<file path="src/rtl/pqf_pkg.sv">
// Package of constants for the parameter query response formatter
`default_nettype none
package pqf_pkg;
    // ************************************************************
    // Register addresses
    // ************************************************************
    localparam logic [7:0] ADDR_RF_TUNING_FREQ   = 8'h10;
    localparam logic [7:0] ADDR_PARAMETER_QUERY  = 8'h32;
    localparam logic [7:0] ADDR_INFORMATION_QRY  = 8'h33;
    localparam logic [7:0] ADDR_SERIAL_OUT       = 8'h36;

    // ************************************************************
    // Command lengths in bytes, address byte included
    // ************************************************************
    localparam logic [3:0] LEN_RF_TUNING_FREQ    = 4'h8;
    localparam logic [3:0] LEN_QUERY             = 4'h2;
    localparam logic [3:0] LEN_SERIAL_OUT        = 4'h8;
    localparam logic [3:0] LEN_DEFAULT           = 4'h2;
    localparam int         RESP_BYTES            = 8;

    // ************************************************************
    // Selector codes
    // ************************************************************
    localparam logic [3:0] SEL_LAST_FREQ         = 4'h6;
    localparam logic [3:0] SEL_ATTEN             = 4'h7;
    localparam logic [3:0] SEL_CHAIN             = 4'h8;
    localparam logic [3:0] INFO_INTERFACE        = 4'h0;
    localparam logic [3:0] INFO_REVISION         = 4'h1;
    localparam logic [3:0] INFO_DATES            = 4'h2;

    // ************************************************************
    // Widths and field positions
    // ************************************************************
    localparam int FREQ_W     = 56;
    localparam int FREQ_MEAN_W = 48;
    localparam int CFG_W      = 10;
    localparam int CFG_UNUSED_BIT = 3;
    localparam int GAIN_W     = 16;
    localparam int GAIN_LSB   = 16;
    localparam int CAP_W      = 4;
    localparam int CAP_LSB    = 32;
    localparam int HI_WORD    = 32;
endpackage : pqf_pkg
`default_nettype wire

</file>
<file path="src/rtl/pqf_resp_mem.sv">
// Small response memory holding the RF frequency value with registered read
`default_nettype none
module pqf_resp_mem #(
    parameter int DEPTH = 7,
    parameter int WIDTH = 56,
    parameter int AW    = 3
) (
    input  wire logic             clk,
    input  wire logic             we,
    input  wire logic [AW-1:0]    waddr,
    input  wire logic [WIDTH-1:0] wdata,
    input  wire logic [AW-1:0]    raddr,
    output logic      [WIDTH-1:0] rdata
);
    logic [WIDTH-1:0] mem [DEPTH];

    // ************************************************************
    // Write port
    // ************************************************************
    always_ff @(posedge clk) begin
        if (we) begin
            mem[waddr] <= wdata;
        end
    end

    // Read data from a register so the formatter sees a stable word
    always_ff @(posedge clk) begin
        rdata <= mem[raddr];
    end
endmodule : pqf_resp_mem
`default_nettype wire

</file>
<file path="src/rtl/pqf_formatter.sv">
// Query response formatter and byte command interpreter
// Functional notes
// A parameter response is eight bytes; selectors 0-6 are frequencies, 7 attenuators, 8 chain config.
// Frequencies fill bytes 0-6 unsigned in millihertz and byte 7 is zero.
// Attenuators are quarter-dB bytes: RF first in 5, RF second in 4, external IF in 2, final IF in 1 and 0.
// The chain configuration word sits in bytes 0-1 with the documented bit layout and bit 3 unused.
// The computed gain is a 16-bit sign-magnitude field in hundredths of a dB.
// An information response is eight bytes; selector 0 interface, 1 revisions, 2 dates.
// The interface response carries the serial number as a 32-bit value in bytes 0-3.
// Byte 4 of the interface response is the capability bitmap with its top four bits zero.
// The revision response has hardware revision in bytes 0-3 and firmware in 4-7 as float patterns.
// The date response has manufacture date low and calibration date high, day, month, then year.
// Each command is a byte buffer whose first byte is the register address and the rest its data.
// An Rf_tuning_frequency_register write is eight bytes: address then seven frequency bytes, most significant first.
// Written frequencies are in millihertz, the same unit as the query answers.
// Only the low six frequency bytes are meaningful and the upper bytes are expected zero.
// The information query is a write of a 4-bit selector in the low bits of its data byte.
// A serial-out write with zero data bytes shifts the pending eight response bytes out.
// Byte positions unused by a selector read as zero.
`default_nettype none
module pqf_formatter (
    input  wire logic        clk,
    input  wire logic        resetn,
    // Incoming command bytes, one per strobe
    input  wire logic        cmd_valid,
    input  wire logic [7:0]  cmd_byte,
    input  wire logic        cmd_frame_end,
    // Live state of the signal chain
    input  wire logic [55:0] if1_frequency,
    input  wire logic [55:0] if2_frequency,
    input  wire logic [55:0] if3_frequency,
    input  wire logic [55:0] lo1_frequency,
    input  wire logic [55:0] lo2_frequency,
    input  wire logic [55:0] lo3_frequency,
    input  wire logic [7:0]  rf_attenuator_first,
    input  wire logic [7:0]  rf_attenuator_second,
    input  wire logic [7:0]  external_if_attenuator,
    input  wire logic [7:0]  final_if_attenuator_first,
    input  wire logic [7:0]  final_if_attenuator_second,
    input  wire logic [9:0]  chain_configuration_word,
    input  wire logic [15:0] chain_computed_gain,
    input  wire logic [31:0] serial_number,
    input  wire logic [3:0]  capability_bits,
    input  wire logic [31:0] hardware_revision,
    input  wire logic [31:0] firmware_revision,
    input  wire logic [31:0] manufacture_date,
    input  wire logic [31:0] calibration_date,
    // Command results
    output logic [55:0] rf_tuning_frequency_register,
    output logic        rf_freq_write_pulse,
    output logic        other_cmd_pulse,
    output logic [7:0]  other_cmd_addr,
    output logic [55:0] other_cmd_data,
    // Response byte stream
    output logic        resp_valid,
    output logic [7:0]  resp_byte,
    output logic        resp_pending,
    output logic        busy
);
    typedef enum {PQF_IDLE, PQF_DATA, PQF_FETCH, PQF_FORMAT} pqf_state_t;

    // Parser state
    pqf_state_t  state_reg;
    logic [7:0]  addr_reg;
    logic [3:0]  count_reg;
    logic [3:0]  need_reg;
    logic [55:0] data_reg;
    logic [3:0]  sel_reg;
    logic        info_reg;
    logic [63:0] resp_word_reg;
    logic [2:0]  shift_idx_reg;
    logic        shifting_reg;
    // Store wiring
    logic [55:0] mem_rdata;
    logic [55:0] rf_freq_word;
    logic        mem_we;

    // Length of a command from its address byte
    // Other addresses take one data byte
    function automatic logic [3:0] pqf_cmd_len(input logic [7:0] addr);
        case (addr)
            pqf_pkg::ADDR_RF_TUNING_FREQ:  pqf_cmd_len = pqf_pkg::LEN_RF_TUNING_FREQ;
            pqf_pkg::ADDR_PARAMETER_QUERY: pqf_cmd_len = pqf_pkg::LEN_QUERY;
            pqf_pkg::ADDR_INFORMATION_QRY: pqf_cmd_len = pqf_pkg::LEN_QUERY;
            default:                       pqf_cmd_len = pqf_pkg::LEN_DEFAULT;
        endcase
    endfunction : pqf_cmd_len

    // Final data byte of the current frame
    function automatic logic pqf_last_byte(input logic [3:0] count, input logic [3:0] need);
        pqf_last_byte = (count == need - 4'h1);
    endfunction : pqf_last_byte

    // ************************************************************
    // Frequency store
    // ************************************************************
    // RF is kept in the memory; the remaining six track their inputs live
    // Reset writes zero so an early query is deterministic
    assign rf_freq_word = resetn ? {8'h00, data_reg[39:0], cmd_byte} : 56'h0;
    assign mem_we = !resetn || ((state_reg == PQF_DATA) && cmd_valid && pqf_last_byte(count_reg, need_reg)
                    && (addr_reg == pqf_pkg::ADDR_RF_TUNING_FREQ));

    // Registered read: answer lags a write by a cycle
    pqf_resp_mem #(
        .DEPTH (1),
        .WIDTH (pqf_pkg::FREQ_W),
        .AW    (1)
    ) u_mem (
        .clk   (clk),
        .we    (mem_we),
        .waddr (1'b0),
        .wdata (rf_freq_word),
        .raddr (1'b0),
        .rdata (mem_rdata)
    );

    // ************************************************************
    // Command parser
    // ************************************************************
    // Address first, then exactly the data bytes that address needs
    always_ff @(posedge clk) begin
        if (!resetn) begin
            state_reg <= PQF_IDLE;
            addr_reg  <= 8'h00;
            count_reg <= 4'h0;
            need_reg  <= 4'h0;
            data_reg  <= 56'h0;
        end else begin
            case (state_reg)
                PQF_IDLE: begin
                    if (cmd_valid && !shifting_reg) begin
                        addr_reg  <= cmd_byte;
                        need_reg  <= pqf_cmd_len(cmd_byte);
                        count_reg <= 4'h1;
                        data_reg  <= 56'h0;
                        // Serial-out has no data bytes here
                        if (cmd_byte == pqf_pkg::ADDR_SERIAL_OUT) begin
                            state_reg <= PQF_IDLE;
                        end else begin
                            state_reg <= PQF_DATA;
                        end
                    end
                end
                PQF_DATA: begin
                    if (cmd_valid) begin
                        // Data bytes shift in most significant first
                        data_reg  <= {data_reg[47:0], cmd_byte};
                        count_reg <= count_reg + 4'h1;
                        if (pqf_last_byte(count_reg, need_reg)) begin
                            if (addr_reg == pqf_pkg::ADDR_PARAMETER_QUERY ||
                                addr_reg == pqf_pkg::ADDR_INFORMATION_QRY) begin
                                state_reg <= PQF_FETCH;
                            end else begin
                                state_reg <= PQF_IDLE;
                            end
                        end
                    end else if (cmd_frame_end) begin
                        state_reg <= PQF_IDLE; // Short frame is dropped rather than hanging
                    end
                end
                PQF_FETCH: begin
                    // Lets the stored word reach the read port
                    state_reg <= PQF_FORMAT;
                end
                PQF_FORMAT: begin
                    // Bytes in these two steps are ignored
                    state_reg <= PQF_IDLE;
                end
                default: begin
                    state_reg <= PQF_IDLE;
                end
            endcase
        end
    end

    // ************************************************************
    // Command outputs
    // ************************************************************
    always_ff @(posedge clk) begin
        if (!resetn) begin
            rf_tuning_frequency_register <= 56'h0;
            rf_freq_write_pulse          <= 1'b0;
            other_cmd_pulse              <= 1'b0;
            other_cmd_addr               <= 8'h00;
            other_cmd_data               <= 56'h0;
            sel_reg                      <= 4'h0;
            info_reg                     <= 1'b0;
        end else begin
            // Pulses last one cycle
            rf_freq_write_pulse <= 1'b0;
            other_cmd_pulse     <= 1'b0;
            if (state_reg == PQF_DATA && cmd_valid && pqf_last_byte(count_reg, need_reg)) begin
                case (addr_reg)
                    pqf_pkg::ADDR_RF_TUNING_FREQ: begin
                        // Millihertz kept as received, top byte zero
                        rf_tuning_frequency_register <= {8'h00, data_reg[39:0], cmd_byte};
                        rf_freq_write_pulse          <= 1'b1;
                    end
                    // Queries only latch the selector
                    pqf_pkg::ADDR_PARAMETER_QUERY: begin
                        sel_reg  <= cmd_byte[3:0];
                        info_reg <= 1'b0;
                    end
                    pqf_pkg::ADDR_INFORMATION_QRY: begin
                        sel_reg  <= cmd_byte[3:0];
                        info_reg <= 1'b1;
                    end
                    default: begin
                        // Passed on whole to the rest of the unit
                        other_cmd_pulse <= 1'b1;
                        other_cmd_addr  <= addr_reg;
                        other_cmd_data  <= {data_reg[47:0], cmd_byte};
                    end
                endcase
            end
        end
    end

    // ************************************************************
    // Response formatting
    // ************************************************************
    // Every byte starts at zero so unused positions are deterministic
    always_ff @(posedge clk) begin
        if (!resetn) begin
            resp_word_reg <= 64'h0;
            resp_pending  <= 1'b0;
        end else if (state_reg == PQF_FORMAT) begin
            // A new query overwrites an unread answer
            resp_pending <= 1'b1;
            resp_word_reg <= 64'h0;
            // Information or parameter answer
            if (info_reg) begin
                case (sel_reg)
                    pqf_pkg::INFO_INTERFACE: resp_word_reg <= {24'h0, 4'h0, capability_bits, serial_number};
                    pqf_pkg::INFO_REVISION:  resp_word_reg <= {firmware_revision, hardware_revision};
                    pqf_pkg::INFO_DATES:     resp_word_reg <= {calibration_date, manufacture_date};
                    default:                 resp_word_reg <= 64'h0;
                endcase
            end else begin
                case (sel_reg)
                    4'h0: resp_word_reg <= {8'h00, mem_rdata};
                    4'h1: resp_word_reg <= {8'h00, if1_frequency};
                    4'h2: resp_word_reg <= {8'h00, if2_frequency};
                    4'h3: resp_word_reg <= {8'h00, if3_frequency};
                    4'h4: resp_word_reg <= {8'h00, lo1_frequency};
                    4'h5: resp_word_reg <= {8'h00, lo2_frequency};
                    pqf_pkg::SEL_LAST_FREQ: resp_word_reg <= {8'h00, lo3_frequency};
                    pqf_pkg::SEL_ATTEN: resp_word_reg <= {16'h0, rf_attenuator_first, rf_attenuator_second,
                                                          8'h00, external_if_attenuator,
                                                          final_if_attenuator_first,
                                                          final_if_attenuator_second};
                    pqf_pkg::SEL_CHAIN: resp_word_reg <= {32'h0, chain_computed_gain,
                                                          6'h00, chain_configuration_word[9:4], 1'b0,
                                                          chain_configuration_word[2:0]};
                    // Codes above eight answer zero
                    default: resp_word_reg <= 64'h0;
                endcase
            end
        end else if (shifting_reg && shift_idx_reg == 3'h7) begin
            resp_pending <= 1'b0;
        end
    end

    // ************************************************************
    // Serial-out shifting
    // ************************************************************
    // Most significant byte first; one byte per cycle after the serial-out address
    // Bytes sent while shifting are dropped, so a burst is never cut
    always_ff @(posedge clk) begin
        if (!resetn) begin
            shifting_reg  <= 1'b0;
            shift_idx_reg <= 3'h0;
            resp_valid    <= 1'b0;
            resp_byte     <= 8'h00;
        end else begin
            resp_valid <= 1'b0;
            if (!shifting_reg && state_reg == PQF_IDLE && cmd_valid &&
                cmd_byte == pqf_pkg::ADDR_SERIAL_OUT) begin
                shifting_reg  <= 1'b1;
                shift_idx_reg <= 3'h0;
            end else if (shifting_reg) begin
                resp_valid    <= 1'b1;
                resp_byte     <= resp_word_reg[8'(63 - 8 * shift_idx_reg) -: 8];
                shift_idx_reg <= shift_idx_reg + 3'h1;
                // Pending drops on this same edge
                if (shift_idx_reg == 3'h7) begin
                    shifting_reg <= 1'b0;
                end
            end
        end
    end

    // Busy while a command is being taken or answered
    // Lags the state by one cycle
    always_ff @(posedge clk) begin
        if (!resetn) begin
            busy <= 1'b0;
        end else begin
            busy <= (state_reg != PQF_IDLE) || shifting_reg;
        end
    end
endmodule : pqf_formatter
`default_nettype wire

</file>
<file path="config.mk">
export PLATFORM = sky130hd
export DESIGN_NAME = pqf_formatter
export DESIGN_NICKNAME = d
export VERILOG_FILES = /design/src/rtl/pqf_pkg.sv /design/src/rtl/pqf_resp_mem.sv /design/src/rtl/pqf_formatter.sv
export SDC_FILE = /design/constraint.sdc
export NUM_CORES = 1
export LEC_CHECK = 0
export BUFFER_PORTS_ARGS = -buffer_cell sky130_fd_sc_hd__buf_2
export CORE_AREA = 4 4 272 274
export CTS_CLUSTER_DIAMETER = 80
export CTS_CLUSTER_SIZE = 20
export DETAILED_ROUTE_END_ITERATION = 8
export DIE_AREA = 0 0 276 278
export PLACE_DENSITY = 0.42
export SLEW_MARGIN = 20
export SYNTH_ARGS = -nofsm -noshare
export SYNTH_HDL_FRONTEND = slang
export SYNTH_SLANG_ARGS = --single-unit
</file>
<file path="constraint.sdc">
create_clock -name clk -period 3.5 [get_ports clk]
set_clock_uncertainty 0.05 [all_clocks]
set_input_delay 0.35 -clock clk [delete_from_list [all_inputs] [get_ports clk]]
set_output_delay 0.35 -clock clk [all_outputs]
set_load 0.02 [all_outputs]
</file>
==> results.py, run 1 <==
metrics = {
    "worst_setup_path": {
        "crit_chain": "and2b_1 -> buf_4 -> a221oi_1 -> a21oi_1 -> a221oi_1 -> buf_4 -> o22ai_1",
        "worstPathRequired_ns": 3.88,
        "criticalPathCategory": "flop to flop",
        "critPathArrivalTime_ns": 3.62,
        "max_stage_delay_ns": 0.79,
        "cp-endpoint": "resp_word_reg[51]",
        "r2r.worst_path.cells": 7,
        "reg2reg_slack_ns": 0.26,
        "end_kind": "flop",
        "r2r_start": "sel_reg[0]",
        "crit_family": "compound AO/OA/AOI/OAI gates",
        "path_depth": 7,
        "crit_fanout": 32,
        "cp_slowest_cell": "a221oi_1",
        "crit_start": "sel_reg[0]",
        "cp_num_buf_inv": 2,
        "rr_endpoint": "resp_word_reg[51]",
        "start_kind": "flop",
    },
    "die": {
        "dieArea_sq_um": 76730,
        "die_x_um": 276,
        "die_height_um": 278,
        "top_level_ports": 711,
        "core-area_sq_um": 71360,
        "initial_utilization_pct": 23.51,
        "rows": 98,
    },
    "power_and_ir_drop": {
        "p_clk_share_pct": 40.6,
        "p_seq_share_pct": 50.3,
        "p_leak_nw": 9.057,
        "max-vdd-ir-drop_mv": 0.3335,
        "switching_power_mw": 2.272,
        "internal-power_mw": 6.189,
        "total_power_mw": 8.461,
        "power_density_nw_per_um2": 378.5,
        "p_comb_share_pct": 9.1,
        "p_sw_share_pct": 26.85,
    },
    "drt": {
        "drt-initial-drc-count": 1435,
        "wl_per_cell_um": 30.90,
        "post_drt_via_cell_ratio": 5.237,
        "route.detailed.drc": 0,
        "vias": 17890,
        "ant_nets": 0,
        "routed_wl_um": 105500,
        "dr.pass1.iters": 5,
    },
    "sta": {
        "fmax_mhz": 308.7,
        "maxSlewViolCount": 0,
        "finalCriticalPeriod_ns": 3.239,
        "finalSetupViolations": 0,
        "finalHoldViolCount": 0,
        "finalWorstSetupSlack_ns": 0.2608,
        "worst_pin_slew_ns": 1.114,
        "finalCritPeriodShare_pct": 92.55,
        "grt_setup_unrepaired": "false",
        "holdWs_ns": 0.03582,
        "slew_headroom_pct": 25.67,
        "fin_setup_tns_ns": 0,
    },
    "cts": {
        "cts_inserted_buffers": 28,
        "cts.sinks": 358,
        "htreeDepth": 1,
        "ctsResizeCount": 0,
        "clockRootBuffer": "clkbuf_16",
        "cts.reportedPaths.clkPinSlew_ns": 0.08,
        "cts_buffer_depth": 3,
        "cts_tree": "built",
        "clk_latency_ns": 0.59,
    },
    "global_route": {
        "first_global_vias": 18110,
        "grt_max_degree": 97,
        "grt_pass1_wl_um": 143000,
        "grt_overflow": 0,
        "antenna_found_initial": 62,
        "track_usage_pct": 25.78,
    },
    "synth": {
        "synth_commonest_cells": "dfxtp_1, nand2_1, a22oi_1, mux2i_1, nand3_1",
        "syn_inst": 1797,
        "yosys_warnings": 0,
        "ys.flop_type": "dfxtp_1",
        "synth_cell_type_count": 65,
        "ys_seq_area_share_pct": 45.58,
        "syn_area_sq_um": 16780,
        "synth_area_leaders": "dfxtp_1, edfxtp_1, mux2i_1, a22oi_1, nand3_1",
        "synth_area_leader_cell": "dfxtp_1",
        "ys_ff_latch": 358,
        "avgSynthCellArea_sq_um": 9.336,
        "synth.most_common_cell": "dfxtp_1",
        "yosysTopAreaCellShare_pct": 36.99,
        "synth-edff-count": 48,
        "async_flop_share_pct": 0,
    },
    "layout": {
        "area_delta_synth_final_pct": 33.23,
        "fin_area_sq_um": 22350,
        "final_nets": 3002,
        "drive_gt1_share_pct": 35.82,
        "fillers": 7698,
        "regArea_sq_um": 7660,
        "largest_register_ffs": 64,
        "multiInputGateArea_sq_um": 8192,
        "finalNonFillerCells": 3415,
        "final_util_pct": 31.32,
    },
    "place": {
        "place_inst": 3337,
        "dp_slack_ns": 0.3567,
        "place_congestion": 0.9854,
        "io_buffers": 701,
        "postPlaceCellArea_sq_um": 21310,
        "dp_hpwl_um": 84370,
    },
    "job": {
        "drv_cap": 0,
    },
    "run_status": {
        "status": "completed",
    },
    "worst_hold_path": {
        "min_path_type": "input pin to flop",
    },
}
## cells by family after synthesis
| family | count (synthesis) | synth area share [%] |
|---|---|---|
| AOI/OAI and AO/OA | 622 | 25.10 |
| adders and majority gates | 3 | 0.2238 |
| other | 1 | 0.02235 |
| muxes | 156 | 11.07 |
| xor gates and xnor gates | 4 | 0.2089 |
| and+or+nand+nor | 417 | 11.63 |
| DFF | 358 | 45.58 |
| buffers and inverters | 236 | 6.160 |
## routing by layer
layer / routed length [um] / global-route usage (%) / vias to the layer above
met3: 7518 / 5.830 / 195
met5: 206 / 0 / -
met4: 4027 / 8.732 / 32
met1: 41790 / 31.12 / 8783
li1: - / - / 8001
met2: 52000 / 45.38 / 875
## worst min-delay path, cell delays in order
cell and delay (ns):
buf_2 0.16, nand2_1 0.07, a21oi_1 0.05
## area by class of cell
type	instances	area share, %
sequential	358	34.27
clock inverter	15	0.7781
multi-input combinational	1210	36.65
antenna	22	0.2463
clock buffer	37	3.471
tap	950	5.318
inverter	52	0.8845
timing repair buffer	771	18.38
## power groups by stage
stage | Sequential [mW] | Clock [mW] | Combinational, mW
after detailed placement | 4.35 | 0 | 0.766
final | 4.26 | 3.43 | 0.773
after floorplan | 4.34 | 0 | 0.245
after CTS | 4.26 | 3.55 | 0.774
after global routing | 4.26 | 3.70 | 0.830
after global placement | 4.35 | 0 | 0.763
## cells in the final DEF (no fill, tap or decap), types with 8 or more instances in the layout
cell type,count
buf_2,700
dfxtp_1,306
nand2_1,153
a22oi_1,134
mux2i_1,127
nand3_1,126
a21oi_1,106
o22ai_1,95
o21ai_0,93
a22o_1,69
buf_4,62
inv_1,50
edfxtp_1,48
nor2_1,41
o2bb2ai_1,32
nor3_1,31
clkbuf_16,29
mux4_2,23
diode_2,22
a211oi_1,20
o21ai_1,15
a221oi_1,14
nand2b_1,8
and2_1,8
a2bb2oi_1,8
conb_1,8
## how the worst min path moves through the flow
stage | startpoint | to | cells past startpoint
floorplan | u_mem.mem[0][0] | u_mem.rdata[0] | 0
global placement | u_mem.mem[0][43] | u_mem.rdata[43] | 0
detailed placement | u_mem.mem[0][39] | u_mem.rdata[39] | 0
CTS | chain_configuration_word[0] | resp_word_reg[0] | 3
global route | cmd_byte[0] | addr_reg[0] | 3
finish | cmd_byte[0] | data_reg[0] | 3
## timing repair
action	CTS	global route
buffers inserted	0	0
hold buffers	4	0
endpoints found under the hold margin	4	0
No activity file was read; power rests on OpenSTA's default activity.
==> run 2: changes to the inputs <==
--- a/config.mk
+++ b/config.mk
@@ -7,6 +7,7 @@
 export LEC_CHECK = 0
 export BUFFER_PORTS_ARGS = -buffer_cell sky130_fd_sc_hd__buf_2
 export CORE_AREA = 4 4 272 274
+export CTS_BUF_LIST = sky130_fd_sc_hd__clkbuf_8 sky130_fd_sc_hd__clkbuf_16
 export CTS_CLUSTER_DIAMETER = 80
 export CTS_CLUSTER_SIZE = 20
 export DETAILED_ROUTE_END_ITERATION = 8
==> run 2 against run 1 <==
Sequential share of layout area is essentially flat. Power shrank 0.19%. Cell count is essentially flat. Global-route usage is the same. Register-to-register slack is essentially flat. First-iteration DRC count grew 0.14%.
==> results.py, run 2 (synthesis results as in run 1) <==
metrics = {
    "worst_setup_path": {
        "worstPathRequired_ns": 3.87,
        "critPathArrivalTime_ns": 3.61,
        "end_kind": "flop",
        "crit_fanout": 32,
        "criticalPathCategory": "flop to flop",
        "start_kind": "flop",
    },
    "power_and_ir_drop": {
        "max-vdd-ir-drop_mv": 0.3339,
        "power_density_nw_per_um2": 377.8,
        "p_leak_nw": 9.082,
    },
    "global_route": {
        "grt_pass1_wl_um": 143000,
        "first_global_vias": 18110,
        "antenna_found_initial": 62,
        "track_usage_pct": 25.78,
        "grt_max_degree": 97,
        "grt_overflow": 0,
    },
    "cts": {
        "clk_latency_ns": 0.59,
        "cts_tree": "built",
        "cts_buffer_depth": 3,
        "cts.sinks": 358,
        "cts_hold_buf": 4,
        "ctsResizeCount": 0,
        "clockRootBuffer": "clkbuf_16",
        "htreeDepth": 1,
        "cts_inserted_buffers": 28,
        "cts_setup_buffers": 0,
        "cts.reportedPaths.clkPinSlew_ns": 0.08,
    },
    "job": {
        "drv_cap": 0,
    },
    "sta": {
        "grt_setup_unrepaired": "false",
        "finalCriticalPeriod_ns": 3.237,
        "fmax_mhz": 308.9,
        "worst_pin_slew_ns": 1.104,
        "finalSetupViolations": 0,
        "finalHoldViolCount": 0,
        "fin_setup_tns_ns": 0,
        "slew_headroom_pct": 26.30,
        "maxSlewViolCount": 0,
        "finalCritPeriodShare_pct": 92.49,
    },
    "drt": {
        "wl_per_cell_um": 30.90,
        "vias": 17890,
        "route.detailed.drc": 0,
        "post_drt_via_cell_ratio": 5.236,
        "dr.pass1.iters": 5,
        "ant_nets": 0,
        "drt-initial-drc-count": 1437,
        "routed_wl_um": 105500,
    },
    "layout": {
        "final_nets": 3002,
        "area_delta_synth_final_pct": 33.25,
        "layout_commonest_cell": "buf_2",
        "fin_area_sq_um": 22350,
        "drive_gt1_share_pct": 35.82,
        "largest_register_ffs": 64,
        "mostFrequentLayoutCells": "buf_2, dfxtp_1, nand2_1",
    },
    "die": {
        "rows": 98,
        "die_height_um": 278,
        "top_level_ports": 711,
        "dieArea_sq_um": 76730,
        "initial_utilization_pct": 23.51,
        "core-area_sq_um": 71360,
        "die_x_um": 276,
    },
    "worst_hold_path": {
        "min_path_type": "input pin to flop",
    },
    "place": {
        "postPlaceCellArea_sq_um": 21310,
        "io_buffers": 701,
        "dp_hpwl_um": 84370,
        "place_congestion": 0.9854,
    },
    "run_status": {
        "status": "completed",
    },
}
## run 2: critical path: stages (launching register included)
cell,delay (ns)
dfxtp_4,0.77
and2b_1,0.47
buf_4,0.29
a221oi_1,0.30
a21oi_1,0.06
a221oi_1,0.79
buf_4,0.24
o22ai_1,0.07
## run 2: final timing paths
kind	start	cells after the start	slack [ns]	endpoint
max	sel_reg[0]	7	0.26	resp_word_reg[51]
min	cmd_byte[0]	3	0.04	data_reg[0]
max reg2reg	sel_reg[0]	7	0.26	resp_word_reg[51]
min reg2reg	u_mem.mem[0][16]	0	0.29	u_mem.rdata[16]
## run 2: routing by layer
layer	wire length [um]	up-vias	GRT usage [%]
li1	-	8004	-
met1	41570	8794	31.12
met2	52060	864	45.38
met3	7697	193	5.830
met4	4005	32	8.732
met5	206	-	0
## run 2: final cells by class
| type | instances | area (sq um) |
|---|---|---|
| antenna | 23 | 57.56 |
| sequential | 358 | 7660 |
| clock buffer | 31 | 753.2 |
| timing repair buffer | 771 | 4109 |
| multi-input combinational | 1210 | 8192 |
| tap | 950 | 1189 |
| inverter | 52 | 197.7 |
| fill | 7698 | 49010 |
| clock inverter | 21 | 196.4 |
## run 2: power by group
part	total, mW	switching (mW)	internal, mW
Combinational	0.773	0.441	0.332
Clock	3.42	1.79	1.62
Sequential	4.26	0.0391	4.22
Total	8.44	2.27	6.17
## run 2: through the flow
step | total power [mW] | cells | hold WS (ns) | worst slack (ns) | utilization [%]
final | 8.445 | 3416 | 0.03551 | 0.2629 | 31.32
after global routing | 8.778 | 3409 | 0.01717 | 0.3437 | 31.30
after CTS | 8.562 | 3393 | 0.001047 | 0.3381 | 31.24
after detailed placement | 5.121 | 3337 | 0.2769 | 0.3567 | 29.86
after global placement | 5.117 | 3337 | 0.2755 | 0.3640 | 29.86
after floorplan | 4.581 | 1804 | 0.2733 | 0.6795 | -
